$ cat src/pin_function_pkg.sv
// constants for the port a upper-half pin function multiplexer
//==============================================================
// Summary of operation
// - function and input-type register resets to all zeros.
// - bits 31..16 enable the input schmitt trigger of pins 0..15.
// - pin 15 select clear gives gpio, whatever the audio clock select.
// - pin 15 select set gives pulse channel 3, or audio clock when chosen.
// - pin 14 gpio, pulse channel 2, or ad bit 15 with bus and hb7.
// - pin 13 gpio when clear; pulse channel 1 when set and bus off.
// - pin 13 set with bus on gives ad bit 14 if hb6, else pulse 1.
package pin_function_pkg;
	//==============================================================
	// register map
	localparam logic [7:0]  FUNC_REG_OFFSET  = 8'h30;
	localparam logic [7:0]  ALT_REG_OFFSET   = 8'h50;
	localparam logic [31:0] FUNC_REG_RESET   = 32'h0000_0000;
	localparam logic [31:0] ALT_REG_RESET    = 32'h0000_0000;
	localparam logic [31:0] ALT_REG_MASK     = 32'h00C0_0A00;
	//==============================================================
	// field positions
	localparam int SCHMITT_LSB       = 16;
	localparam int SELECT_PIN15      = 15;
	localparam int SELECT_PIN14      = 14;
	localparam int SELECT_PIN13      = 13;
	localparam int ALT_AUDIO_CLK_BIT = 9;
	localparam int ALT_EXT_BUS_BIT   = 11;
	localparam int ALT_HB6_BIT       = 22;
	localparam int ALT_HB7_BIT       = 23;
	//==============================================================
	// pin function codes
	typedef enum logic [1:0] {
		FUNC_GPIO  = 2'h0,
		FUNC_PULSE = 2'h1,
		FUNC_ALT   = 2'h2
	} pin_func_type;
endpackage

$ cat src/port_a_pin_function_select.sv
// port a pin function select register and upper-half pin multiplexer
//
// Decided for this implementation: strobed register access.
`timescale 1ns/10ps
module port_a_pin_function_select (
	input  wire logic        sys_clk,
	input  wire logic        rst,
	input  wire logic [7:0]  reg_addr,
	input  wire logic [31:0] reg_wdata,
	input  wire logic        reg_write,
	input  wire logic        reg_read,
	output logic      [31:0] reg_rdata,
	output logic      [15:0] port_a_function_select,
	output logic      [15:0] port_a_schmitt_enable,
	output logic      [1:0]  pin15_function,
	output logic      [1:0]  pin14_function,
	output logic      [1:0]  pin13_function,
	input  wire logic [15:0] gpio_out,
	input  wire logic        pulse_channel_3,
	input  wire logic        pulse_channel_2,
	input  wire logic        pulse_channel_1,
	input  wire logic        audio_master_clock,
	input  wire logic        ext_bus_ad_bit15,
	input  wire logic        ext_bus_ad_bit14,
	output logic      [2:0]  pin_out_upper
);
	logic [31:0]                    port_a_function_and_input_type;
	logic [31:0]                    alternate_function_control;
	pin_function_pkg::pin_func_type f15;
	pin_function_pkg::pin_func_type f14;
	pin_function_pkg::pin_func_type f13;

	//==============================================================
	// function register, zero at reset
	always_ff @(posedge sys_clk or posedge rst) begin
		if (rst)
			port_a_function_and_input_type <= pin_function_pkg::FUNC_REG_RESET;
		else if (reg_write && reg_addr == pin_function_pkg::FUNC_REG_OFFSET)
			port_a_function_and_input_type <= reg_wdata;
	end

	// alternate control holds only the bits this block decodes
	always_ff @(posedge sys_clk or posedge rst) begin
		if (rst)
			alternate_function_control <= pin_function_pkg::ALT_REG_RESET;
		else if (reg_write && reg_addr == pin_function_pkg::ALT_REG_OFFSET)
			alternate_function_control <= reg_wdata & pin_function_pkg::ALT_REG_MASK;
	end

	// read data one cycle after strobe, zero for unmapped
	always_ff @(posedge sys_clk or posedge rst) begin
		if (rst)
			reg_rdata <= 32'h0000_0000;
		else if (reg_read && reg_addr == pin_function_pkg::FUNC_REG_OFFSET)
			reg_rdata <= port_a_function_and_input_type;
		else if (reg_read && reg_addr == pin_function_pkg::ALT_REG_OFFSET)
			reg_rdata <= alternate_function_control;
		else
			reg_rdata <= 32'h0000_0000;
	end

	//==============================================================
	// schmitt enables from upper half
	assign port_a_schmitt_enable  = port_a_function_and_input_type[31:pin_function_pkg::SCHMITT_LSB];
	assign port_a_function_select = port_a_function_and_input_type[15:0];

	// decode of pins 15 to 13
	pin_upper_decode u_decode (
		.sel15                    (port_a_function_and_input_type[pin_function_pkg::SELECT_PIN15]),
		.sel14                    (port_a_function_and_input_type[pin_function_pkg::SELECT_PIN14]),
		.sel13                    (port_a_function_and_input_type[pin_function_pkg::SELECT_PIN13]),
		.pin15_audio_clock_select (alternate_function_control[pin_function_pkg::ALT_AUDIO_CLK_BIT]),
		.external_bus_enable      (alternate_function_control[pin_function_pkg::ALT_EXT_BUS_BIT]),
		.hb_enable_6              (alternate_function_control[pin_function_pkg::ALT_HB6_BIT]),
		.hb_enable_7              (alternate_function_control[pin_function_pkg::ALT_HB7_BIT]),
		.pin15_func               (f15),
		.pin14_func               (f14),
		.pin13_func               (f13)
	);

	assign pin15_function = f15;
	assign pin14_function = f14;
	assign pin13_function = f13;

	//==============================================================
	// output routing follows decode directly
	always_comb begin
		case (f15)
			pin_function_pkg::FUNC_PULSE: pin_out_upper[2] = pulse_channel_3;
			pin_function_pkg::FUNC_ALT:   pin_out_upper[2] = audio_master_clock;
			default:                      pin_out_upper[2] = gpio_out[15];
		endcase
		case (f14)
			pin_function_pkg::FUNC_PULSE: pin_out_upper[1] = pulse_channel_2;
			pin_function_pkg::FUNC_ALT:   pin_out_upper[1] = ext_bus_ad_bit15;
			default:                      pin_out_upper[1] = gpio_out[14];
		endcase
		case (f13)
			pin_function_pkg::FUNC_PULSE: pin_out_upper[0] = pulse_channel_1;
			pin_function_pkg::FUNC_ALT:   pin_out_upper[0] = ext_bus_ad_bit14;
			default:                      pin_out_upper[0] = gpio_out[13];
		endcase
	end
endmodule

$ cat src/pin_upper_decode.sv
// combinational function decode for port a pins 15 to 13
`timescale 1ns/10ps
module pin_upper_decode (
	input  wire logic                         sel15,
	input  wire logic                         sel14,
	input  wire logic                         sel13,
	input  wire logic                         pin15_audio_clock_select,
	input  wire logic                         external_bus_enable,
	input  wire logic                         hb_enable_6,
	input  wire logic                         hb_enable_7,
	output pin_function_pkg::pin_func_type    pin15_func,
	output pin_function_pkg::pin_func_type    pin14_func,
	output pin_function_pkg::pin_func_type    pin13_func
);
	//==============================================================
	// pure combinational decode
	always_comb begin
		if (!sel15)
			pin15_func = pin_function_pkg::FUNC_GPIO;
		else if (pin15_audio_clock_select)
			pin15_func = pin_function_pkg::FUNC_ALT;
		else
			pin15_func = pin_function_pkg::FUNC_PULSE;
		if (!sel14)
			pin14_func = pin_function_pkg::FUNC_GPIO;
		else if (external_bus_enable && hb_enable_7)
			pin14_func = pin_function_pkg::FUNC_ALT;
		else
			pin14_func = pin_function_pkg::FUNC_PULSE;
		// pin 13 gpio or pulse 1
		// ad bit 14 with bus and hb6
		if (!sel13)
			pin13_func = pin_function_pkg::FUNC_GPIO;
		else if (external_bus_enable && hb_enable_6)
			pin13_func = pin_function_pkg::FUNC_ALT;
		else
			pin13_func = pin_function_pkg::FUNC_PULSE;
	end
endmodule

$ cat config.mk
export PLATFORM = sky130hd
export DESIGN_NAME = port_a_pin_function_select
export DESIGN_NICKNAME = d
export VERILOG_FILES = /design/src/pin_function_pkg.sv /design/src/port_a_pin_function_select.sv /design/src/pin_upper_decode.sv
export SDC_FILE = /design/constraint.sdc
export NUM_CORES = 1
export LEC_CHECK = 0
export BUFFER_PORTS_ARGS = -buffer_cell sky130_fd_sc_hd__buf_4
export CAP_MARGIN = 20
export CORE_ASPECT_RATIO = 1.4
export CORE_MARGIN = 2
export CORE_UTILIZATION = 25
export DETAILED_ROUTE_END_ITERATION = 16
export GPL_TIMING_DRIVEN = 0
export PLACE_DENSITY_LB_ADDON = 0.12
export SLEW_MARGIN = 30
export SYNTH_ARGS = -nofsm -noshare
export SYNTH_HDL_FRONTEND = slang
export SYNTH_SLANG_ARGS = --single-unit
$ cat constraint.sdc
create_clock -name sys_clk -period 5.3 [get_ports sys_clk]
set_input_delay 0.53 -clock sys_clk [delete_from_list [all_inputs] [get_ports sys_clk]]
set_output_delay 0.53 -clock sys_clk [all_outputs]
set_load 0.05 [all_outputs]
* Yosys cells after proc, flatten, opt, wreduce, memory -nomap -nowiden *
Cells that the tools add are included.
Widths: inputs -> output; s select.

operators by class
  equal/unequal tests = 8
  mux-type cells = 11
  reductions and logical operators = 6

operators with widths
  kind                count
  $mux 32             1
  $mux 24             1
  $mux 2              6
  $eq 8x6->1 const B  1
  $eq 8x7->1 const B  1
  $eq 2x1->1 const B  3
  $eq 2x2->1 const B  3
  $logic_and 1x1->1   6
  $pmux 1 s2          3

word-level totals
  bits in registers = 68
  output and inout bits = 73
  logic and storage cells = 28

* Depth between registers and ports, before layout *
Gate-level depths: netlist (run 1).

  word-level depth = 5
  gate-level depth with buffers = 4

* Hierarchy *
From an unflattened synthesis (run 1), not the netlist that was laid out.

second synthesis, totals
  cell total of the unflattened synthesis = 183
  area, all modules = 2658.8 µm²

by module, submodules not included
  module                      times used  cells each  area each (µm²)  seq. area each (µm²)
  port_a_pin_function_select  1           177         2618.8           1701.6
  pin_upper_decode            1           6           40.0             0.0

* Worst setup path before layout (run 1) *
No wires, ideal clock.

  path kind = input to register
  start point = input port reg_addr[1]
  end point = register port_a_function_and_input_type[10]
  setup time = 0.125 ns
  arrival time = 1.896 ns
  data required time = 5.175 ns
  path slack = 3.279 ns
  cell stages on the path = 4
  path buffers = 1
  cells stage by stage = or4_4 -> nor3_4 -> buf_6 -> mux2_2

between the ends
  longest elaborated chain between the ends = 2

RTL lines
  element                 RTL line                          text
  start: declaration      port_a_pin_function_select.sv:8   input wire logic [7:0] reg_addr,
  $eq 8x6->1              port_a_pin_function_select.sv:38  else if (reg_write && reg_addr == pin_function_pkg::FUNC_REG_OFFSET)
  $logic_and 1x1->1       port_a_pin_function_select.sv:38
  end signal: assignment  port_a_pin_function_select.sv:37  port_a_function_and_input_type <= pin_function_pkg::FUNC_REG_RESET;
  end signal: assignment  port_a_pin_function_select.sv:39  port_a_function_and_input_type <= reg_wdata;
  end: declaration        port_a_pin_function_select.sv:27  logic [31:0] port_a_function_and_input_type;

No other way between the ends.
A chain may end at the register's enable or synchronous reset.

* Final worst setup path (run 1) *
  start point = input port reg_addr[1]
  end point = register reg_rdata[7]

between the ends
  longest elaborated chain between the ends = 3

RTL lines
  element                 RTL line                          text
  $eq 8x6->1              port_a_pin_function_select.sv:54  else if (reg_read && reg_addr == pin_function_pkg::FUNC_REG_OFFSET)
  $logic_and 1x1->1       port_a_pin_function_select.sv:54
  $mux 32                 port_a_pin_function_select.sv:54
  end signal: assignment  port_a_pin_function_select.sv:55  reg_rdata <= port_a_function_and_input_type;
  end signal: assignment  port_a_pin_function_select.sv:57  reg_rdata <= alternate_function_control;
  end: declaration        port_a_pin_function_select.sv:12  output logic [31:0] reg_rdata,

No other way between the ends.

==> results of run 1 <==
layer usage:
metal | vias to the layer above | GRT usage | routed length, um
met2 | 80 | 0.203 | 3420
met4 | 0 | 0.0652 | 191
met5 | - | 0 | 0
met1 | 906 | 0.129 | 2420
met3 | 12 | 0.0442 | 440
li1 | 871 | - | -
cells by family (layout without fill, tap and decap cells):
| group | count (synthesis) | in the layout | synth area share |
|---|---|---|---|
| buffers and inverters | 9 | 151 | 0.0270 |
| AND/OR/NAND/NOR | 53 | 53 | 0.133 |
| flip-flops | 68 | 68 | 0.655 |
| AO/OA/AOI/OAI | 7 | 7 | 0.0173 |
| multiplexers | 39 | 39 | 0.168 |
power by group through the flow:
stage | Clock, mW | Combinational (mW) | Sequential, mW
2_1_floorplan | 0 | 0.0422 | 0.588
3_3_place_gp | 0 | 0.138 | 0.554
3_5_place_dp | 0 | 0.142 | 0.554
4_1_cts | 0.554 | 0.143 | 0.544
5_1_grt | 0.575 | 0.149 | 0.547
6_report | 0.533 | 0.140 | 0.544
cell type report:
cell class | count | area [um2] | area share
sequential | 68 | 1700 | 0.425
tap | 138 | 173 | 0.0432
inverter | 1 | 6.26 | 0.00156
clock inverter | 2 | 10.0 | 0.00250
buffer | 8 | 66.3 | 0.0166
clock buffer | 14 | 254 | 0.0635
timing repair buffer | 126 | 966 | 0.241
multi-input combinational | 99 | 825 | 0.206
cells in the mapped netlist:
library cell | n | area, um2
sky130_fd_sc_hd__mux2_2 | 34 | 383
sky130_fd_sc_hd__nor2b_1 | 3 | 18.8
sky130_fd_sc_hd__nor3b_2 | 1 | 12.5
sky130_fd_sc_hd__or4_4 | 1 | 11.3
sky130_fd_sc_hd__mux2_1 | 2 | 22.5
sky130_fd_sc_hd__buf_4 | 3 | 22.5
sky130_fd_sc_hd__and3_1 | 2 | 12.5
sky130_fd_sc_hd__or3_1 | 1 | 6.26
sky130_fd_sc_hd__nand2_1 | 3 | 11.3
sky130_fd_sc_hd__nor3_4 | 1 | 16.3
sky130_fd_sc_hd__nor4_4 | 1 | 21.3
sky130_fd_sc_hd__buf_6 | 3 | 33.8
sky130_fd_sc_hd__nand3b_1 | 1 | 7.51
sky130_fd_sc_hd__mux2i_1 | 3 | 30.0
sky130_fd_sc_hd__a22oi_1 | 4 | 30.0
sky130_fd_sc_hd__nor2_1 | 7 | 26.3
sky130_fd_sc_hd__nand2b_1 | 1 | 6.26
sky130_fd_sc_hd__and2_1 | 31 | 194
sky130_fd_sc_hd__inv_1 | 1 | 3.75
sky130_fd_sc_hd__dfrtp_1 | 68 | 1700
sky130_fd_sc_hd__a21oi_1 | 3 | 15.0
sky130_fd_sc_hd__clkbuf_2 | 2 | 10.0
state kept, by name, indices dropped and copies added (netlist names):
name / count
port_a_function_and_input_type: 32
reg_rdata: 32
alternate_function_control: 4
per-stage QoR:
| step | setup slack (ns) | utilization |
|---|---|---|
| 3_5_place_dp | 2.89 | 0.365 |
| 5_1_grt | 3.16 | 0.391 |
| 6_report | 3.30 | 0.391 |
| 2_1_floorplan | 3.06 | - |
| 4_1_cts | 3.24 | 0.391 |
| 3_3_place_gp | 2.08 | 0.362 |
worst paths after layout:
path	startpoint	end	slack, ns	cells after the start
worst max-delay path	reg_addr[1]	reg_rdata[7]$_DFF_PP0_	3.30	5
worst min-delay path	rst	reg_rdata[16]$_DFF_PP0_	0.17	2
worst max register to register	port_a_function_and_input_type[13]$_DFFE_PP0P_	port_a_function_and_input_type[13]$_DFFE_PP0P_	4.46	1
worst min register to register	port_a_function_and_input_type[4]$_DFFE_PP0P_	reg_rdata[4]$_DFF_PP0_	0.50	1
max in group asynchronous	rst	port_a_function_and_input_type[8]$_DFFE_PP0P_	4.60	3
min in group sys_clk	reg_wdata[7]	port_a_function_and_input_type[7]$_DFFE_PP0P_	0.42	2
==> results.md, run 1 <==
Clocking:
- CTS saw 68 sinks.
- The number of buffers between clock root and the deepest sink is 2.
- Hold repair after CTS inserted 0 buffers.
- The post-CTS resize count is 0.
- The number of buffers added by the clock tree synthesis step is 9.
- After clock tree synthesis, the setup repair step added 0 buffers.
- The TritonCTS clock tree is built.
- The tree is rooted in a sky130_fd_sc_hd__clkbuf_16.
- Clock-pin slew was measured on the worst setup and hold paths at 0.05 ns.
- For the worst-skew pair, the clock arrives at the later sink with an insertion delay of 0.33 ns.
- The H-tree was split into 3 levels.

Pwr:
- The sequential cell fraction of total power is 0.447.
- Of the total power, the share spent switching nets is 0.245.
- Of the total power, combinational logic draws 0.115.
- Internal power comes to 920 uW.
- The share of total power dissipated in the clock network is 0.438.
- The analysis attributes to net switching a power of 298 uW.
- In this run the static leakage power is 2.14 nW.
- The power after layout is 1.22 mW.
- The power density over the cells is 304 nW/um2.
- The worst supply voltage drop on vdd is 139 uV.

Route:
- Dividing the detail-routed via count by the number of cells gives 4.10.
- After detailed routing, the average wire length per cell comes to 14.2 um.
- The number of DRC violations after detailed-routing iteration 0 is 57.
- The sum of routed wire length over all layers is 6480 um.
- After detailed routing, the number of remaining DRC violations is 0.
- The antenna violation net count after detailed routing is 0.
- The first detailed-routing pass ran for 2 iterations.
- The final route contains 1869 vias.

Timing:
- The final setup skew is 0.00437 ns.
- At the pin with the least slew margin, the transition time is 0.603 ns.
- The count of endpoints failing hold in the final timing report is 0.
- The relative slew slack is 0.595.
- For the final routed database, the setup TNS stands at 0 ns.
- Setup violations remaining at the end of the flow were counted as 0.
- Setup repair after global routing left no endpoint under its margin.
- The count of pins over their slew limit is 0.
- For this run, the top clock speed supported by timing is 501 MHz.
- The final critical path time including I/O delays and setup is 2.00 ns.
- The worst hold margin is 0.171 ns.
- In the finished design, the share of the clock period the worst path needs comes to 0.376.

Place:
- The total of buffers placed on input and output ports is 125.
- The number of instances in the placed design is 440.
- The area after detailed placement is 3740 um2.
- The HPWL after detailed placement is 4940 um.
- The routability congestion estimate is 0.735.

Critical path:
- The signal on the critical path passes through buf_4, or4_4, nor4_4, clkbuf_2, and2_1.
- STA puts the critical path data required time at 5.56 ns.
- The critical path is of the primary input to flip-flop type.
- In this run the worst path has a maximum fanout of 10.
- The number of buffers and inverters on the critical path is 2.
- The arrival time at the worst endpoint is 2.26 ns.
- STA classifies the critical path startpoint as a primary input.
- The endpoint kind of the worst setup timing path is a flip-flop.
- The gate family responsible for the most delay along the worst path is simple AND/OR/NAND/NOR gates.
- The largest single stage delay on the critical path is 0.58 ns.
- The cell type of the slowest stage on the worst timing path is sky130_fd_sc_hd__or4_4.

Floorplanning:
- The number of core rows is 44.
- The full die area is 11200 um2.
- The floorplan step set the die width to 90.1 um.
- The core region is 10200 um2.
- 139 I/O pins were placed.
- The starting density of the core is 0.254.
- The floorplan step set the die height to 125 um.

Logic synthesis:
- The Yosys warning count is 0.
- The flip-flop and latch count after synthesis is 68.
- The post-synthesis instance area is 2600 um2.
- Each instance of the synthesized netlist takes up on average 14.8 um2.
- Counting every net in the synthesized netlist gives 242.
- The proportion of synthesized chip area in sequential cells is 0.655.
- Synthesis produced a netlist whose cell count is 176.
- In this run, distinct cell masters in the synthesized netlist total 22.

Finish:
- The post-route standard cell area excluding fillers is 4000 um2.
- The layout has 1049 filler cells.
- The library cell used most frequently in the layout, excluding fill and tap cells, is sky130_fd_sc_hd__buf_4.
- The net count of the finished layout is 379.
- 0 antenna diodes ended up in the layout.
- In the final layout, the share of cells above drive strength 1 is 0.582.
- The layout overhead on the synthesized area is 54.1%.
- The library cells used most frequently in the layout, excluding fill and tap cells, are 128 x sky130_fd_sc_hd__buf_4, 68 x sky130_fd_sc_hd__dfrtp_1, 34 x sky130_fd_sc_hd__mux2_2, 31 x sky130_fd_sc_hd__and2_1, 9 x sky130_fd_sc_hd__clkbuf_16.
- After the flow finishes, the layout carries non-filler instances totaling 456.

Global routing:
- The global-route wire length before repair is 10100 um.
- The pin count of the biggest net entering global routing is 47.
- The via count of the first global-routing pass is 1905.
- For this run, the total global-route usage over all layers was measured as 0.120.
- The initial antenna violation count is 0.
- The global-route congestion overflow total is 0.

Run:
- The max-capacitance violation count is 0.

Status:
- The run finished with clean final reports.

Worst hold path:
- The worst min-delay path class is primary input to asynchronous set/reset pin.
Power figures use the tool's default switching activity.
==> inputs of run 2 (changes only) <==
==> constraint.sdc (replaced) <==
create_clock -name sys_clk -period 1.9 [get_ports sys_clk]
set_input_delay 0.19 -clock sys_clk [delete_from_list [all_inputs] [get_ports sys_clk]]
set_output_delay 0.19 -clock sys_clk [all_outputs]
set_load 0.05 [all_outputs]
==> results.md, run 2 (same netlist as run 1, synthesis figures left out) <==
Status:
- Status: finished, final reports clean (unchanged).

Timing:
- The final setup skew came to 0.00504 ns (was 0.00437 ns).
- The final worst slack is 0.268 ns (was 3.30 ns).
- Setup repair after global routing missed its margin: no (unchanged).
- The measured slew at the worst slew-check pin came to 0.550 ns (was 0.603 ns).
- The count of pins over their slew limit was 0 (unchanged).
- The final critical path time including I/O delays and setup is 1.63 ns.
- The count of endpoints failing hold in the final timing report is 0 (unchanged).
- The relative slew slack is 0.631 (was 0.595).
- The number of endpoints failing setup at the final stage came to 0 (unchanged).
- Based on the critical path, the design can be clocked at up to 613 MHz.
- In the finished design, the share of the clock period the worst path needs comes to 0.859.

Finish:
- The final cell utilization of the core is 0.395 (was 0.391).
- The layout overhead on the synthesized area is 55.9% (was 54.1%).
- The share of cells above drive strength 1 is 0.592 (was 0.582).
- The number of filler instances in the final layout is 1047 (was 1049).
- The final-stage net count came to 381 (was 379).
- The final antenna diode count is 0 (unchanged).
- Largest registers in the final layout: port_a_function_and_input_type (32), reg_rdata (32), alternate_function_control (4) (unchanged).
- The most frequent standard cell in the layout excluding fill and tap cells was sky130_fd_sc_hd__buf_4 (unchanged).
- Commonest non-fill, non-tap cells in the layout: 128 x sky130_fd_sc_hd__buf_4, 68 x sky130_fd_sc_hd__dfrtp_1, 34 x sky130_fd_sc_hd__mux2_2, 31 x sky130_fd_sc_hd__and2_1, 9 x sky130_fd_sc_hd__clkbuf_16 (unchanged).

Critical path:
- The cell type of the slowest stage on the worst timing path is sky130_fd_sc_hd__or4_4 (unchanged).
- The kind of start point of the critical path is a primary input (unchanged).
- The worst setup path category is primary input to flip-flop (unchanged).
- The endpoint kind of the worst setup timing path is a flip-flop (unchanged).
- Ordered list of cells on the worst path: buf_4, or4_4, nor3_4, buf_6, mux2_2 (was buf_4, or4_4, nor4_4, clkbuf_2, and2_1).
- The required time of the worst setup path was 2.11 ns (was 5.56 ns).
- The depth of the worst register-to-register path came to 1 (unchanged).
- The gate family responsible for the most delay along the worst path is simple AND/OR/NAND/NOR gates (unchanged).
- The count of cell instances traversed by the critical path is 5 (unchanged).
- The buffering stage count on the worst path with inverters included is 2 (unchanged).
- The highest fanout seen on the critical path is 10 (unchanged).
- The longest individual stage delay on the worst path is 0.58 ns (about the same).
- The arrival time at the worst endpoint came to 1.84 ns (was 2.26 ns).

Route:
- The number of design rule violations left after detail routing was 0 (unchanged).
- The first-pass iteration count of the detailed router was 3 (was 2).
- The number of DRC violations after detailed-routing iteration 0 is 37 (was 57).
- The post-detailed-route via-to-cell ratio is 4.12 (was 4.10).
- The total vias in the final route is 1883 (was 1869).
- The detailed-route wire length per cell is 14.1 um (was 14.2 um).
- The sum of routed wire length over all layers is 6460 um (was 6480 um).
- The antenna violation net count after detailed routing was 0 (unchanged).

Clocking:
- The latest clock arrival within the worst-skew pair came to 0.33 ns (about the same).
- The root buffer cell is sky130_fd_sc_hd__clkbuf_16 (unchanged).
- The hold-fix buffer count after cts was 1 (was 0).
- The number of sinks driven by the clock tree is 68 (unchanged).
- The clock slew at the register clock pins of the worst setup and hold paths is 0.05 ns (about the same).
- The post-CTS resize count is 0 (unchanged).
- The number of buffers added by the clock tree synthesis step came to 9 (unchanged).
- The post-CTS setup buffer count is 0 (unchanged).
- The number of H-tree levels came to 3 (unchanged).
- The TritonCTS clock tree is built (unchanged).
- The number of buffers between clock root and the deepest sink was 2 (unchanged).

Place:
- The routability congestion estimate is 0.736 (was 0.735).
- The detailed-placement wirelength estimate came to 5020 um (was 4940 um).
- The total of buffers placed on input and output ports came to 125 (unchanged).
- The setup slack at placement is -0.119 ns (was 2.89 ns).

Run:
- The max-capacitance violation count came to 0 (unchanged).

Floorplanning:
- The number of core rows is 44 (unchanged).
- The starting density of the core is 0.254 (unchanged).
- The height of the die is 125 um (unchanged).
- The core footprint is 10200 um2 (unchanged).
- The horizontal die dimension is 90.1 um (unchanged).
- The full die area is 11200 um2 (unchanged).
- The number of placed I/O pins was 139 (unchanged).

Worst hold path:
- The worst hold path passes through 2 cells.
- The worst min-delay path class is primary input to flip-flop (was primary input to asynchronous set/reset pin).

Global routing:
- The pin count of the biggest net entering global routing is 28 (was 47).
- The aggregate global-route resource usage was 0.122 (was 0.120).
- The global-route congestion overflow total is 0 (unchanged).
- The via count of the first global-routing pass was 1977 (was 1905).
- The global-route wire length before repair is 10400 um (was 10100 um).
- The initial antenna violation count is 0 (unchanged).

Pwr:
- The power after layout was 3.44 mW (was 1.22 mW).
- The worst supply voltage drop on vdd is 412 uV (was 139 uV).
- The leakage power summed over all cells came to 2.15 nW (was 2.14 nW).
- The power density over the cells is 850 nW/um2 (was 304 nW/um2).
-- run 2: final timing paths --
path	startpoint	end	slack (ns)
max in group asynchronous	rst	reg_rdata[23]$_DFF_PP0_	0.92
min	reg_wdata[7]	port_a_function_and_input_type[7]$_DFFE_PP0P_	0.09
min reg2reg	port_a_function_and_input_type[29]$_DFFE_PP0P_	reg_rdata[29]$_DFF_PP0_	0.50
min in group asynchronous	rst	port_a_function_and_input_type[24]$_DFFE_PP0P_	0.48
max	reg_addr[1]	port_a_function_and_input_type[20]$_DFFE_PP0P_	0.27
max reg2reg	port_a_function_and_input_type[13]$_DFFE_PP0P_	port_a_function_and_input_type[13]$_DFFE_PP0P_	1.06
-- run 2: per-layer routing --
| metal | GRT usage | vias up | routed length, um |
|---|---|---|---|
| met4 | 0.0543 | 0 | 121 |
| li1 | - | 870 | - |
| met5 | 0 | - | 0 |
| met2 | 0.215 | 81 | 3520 |
| met1 | 0.127 | 921 | 2330 |
| met3 | 0.0466 | 11 | 483 |
-- run 2: through the flow --
stage | hold WS, ns | TNS [ns] | instance area [um2] | std cells
3_5_place_dp | 0.274 | -4.29 | 3760 | 441
4_1_cts | 0.0712 | 0 | 4050 | 457
6_report | 0.0859 | 0 | 4050 | 457
3_3_place_gp | 0.409 | -3.26 | 3710 | 439
5_1_grt | 0.0733 | 0 | 4050 | 457
2_1_floorplan | 0.325 | 0 | 2600 | 176
-- run 2: power by group --
part           switching, mW  internal, mW
Combinational          0.229         0.169
Sequential            0.0308          1.49
Clock                  0.585         0.940
-- run 2: layout make-up --
class / instances / area [um2] / share of cell area
clock buffers: 11 / 253 / 0.0625
flip-flops and latches: 68 / 1700 / 0.421
inverters: 1 / 7.51 / 0.00186
clock inverters: 4 / 25.0 / 0.00618
multi-input cells: 99 / 825 / 0.204
repair buffers: 128 / 996 / 0.246
well taps: 138 / 173 / 0.0427
plain buffers: 8 / 66.3 / 0.0164
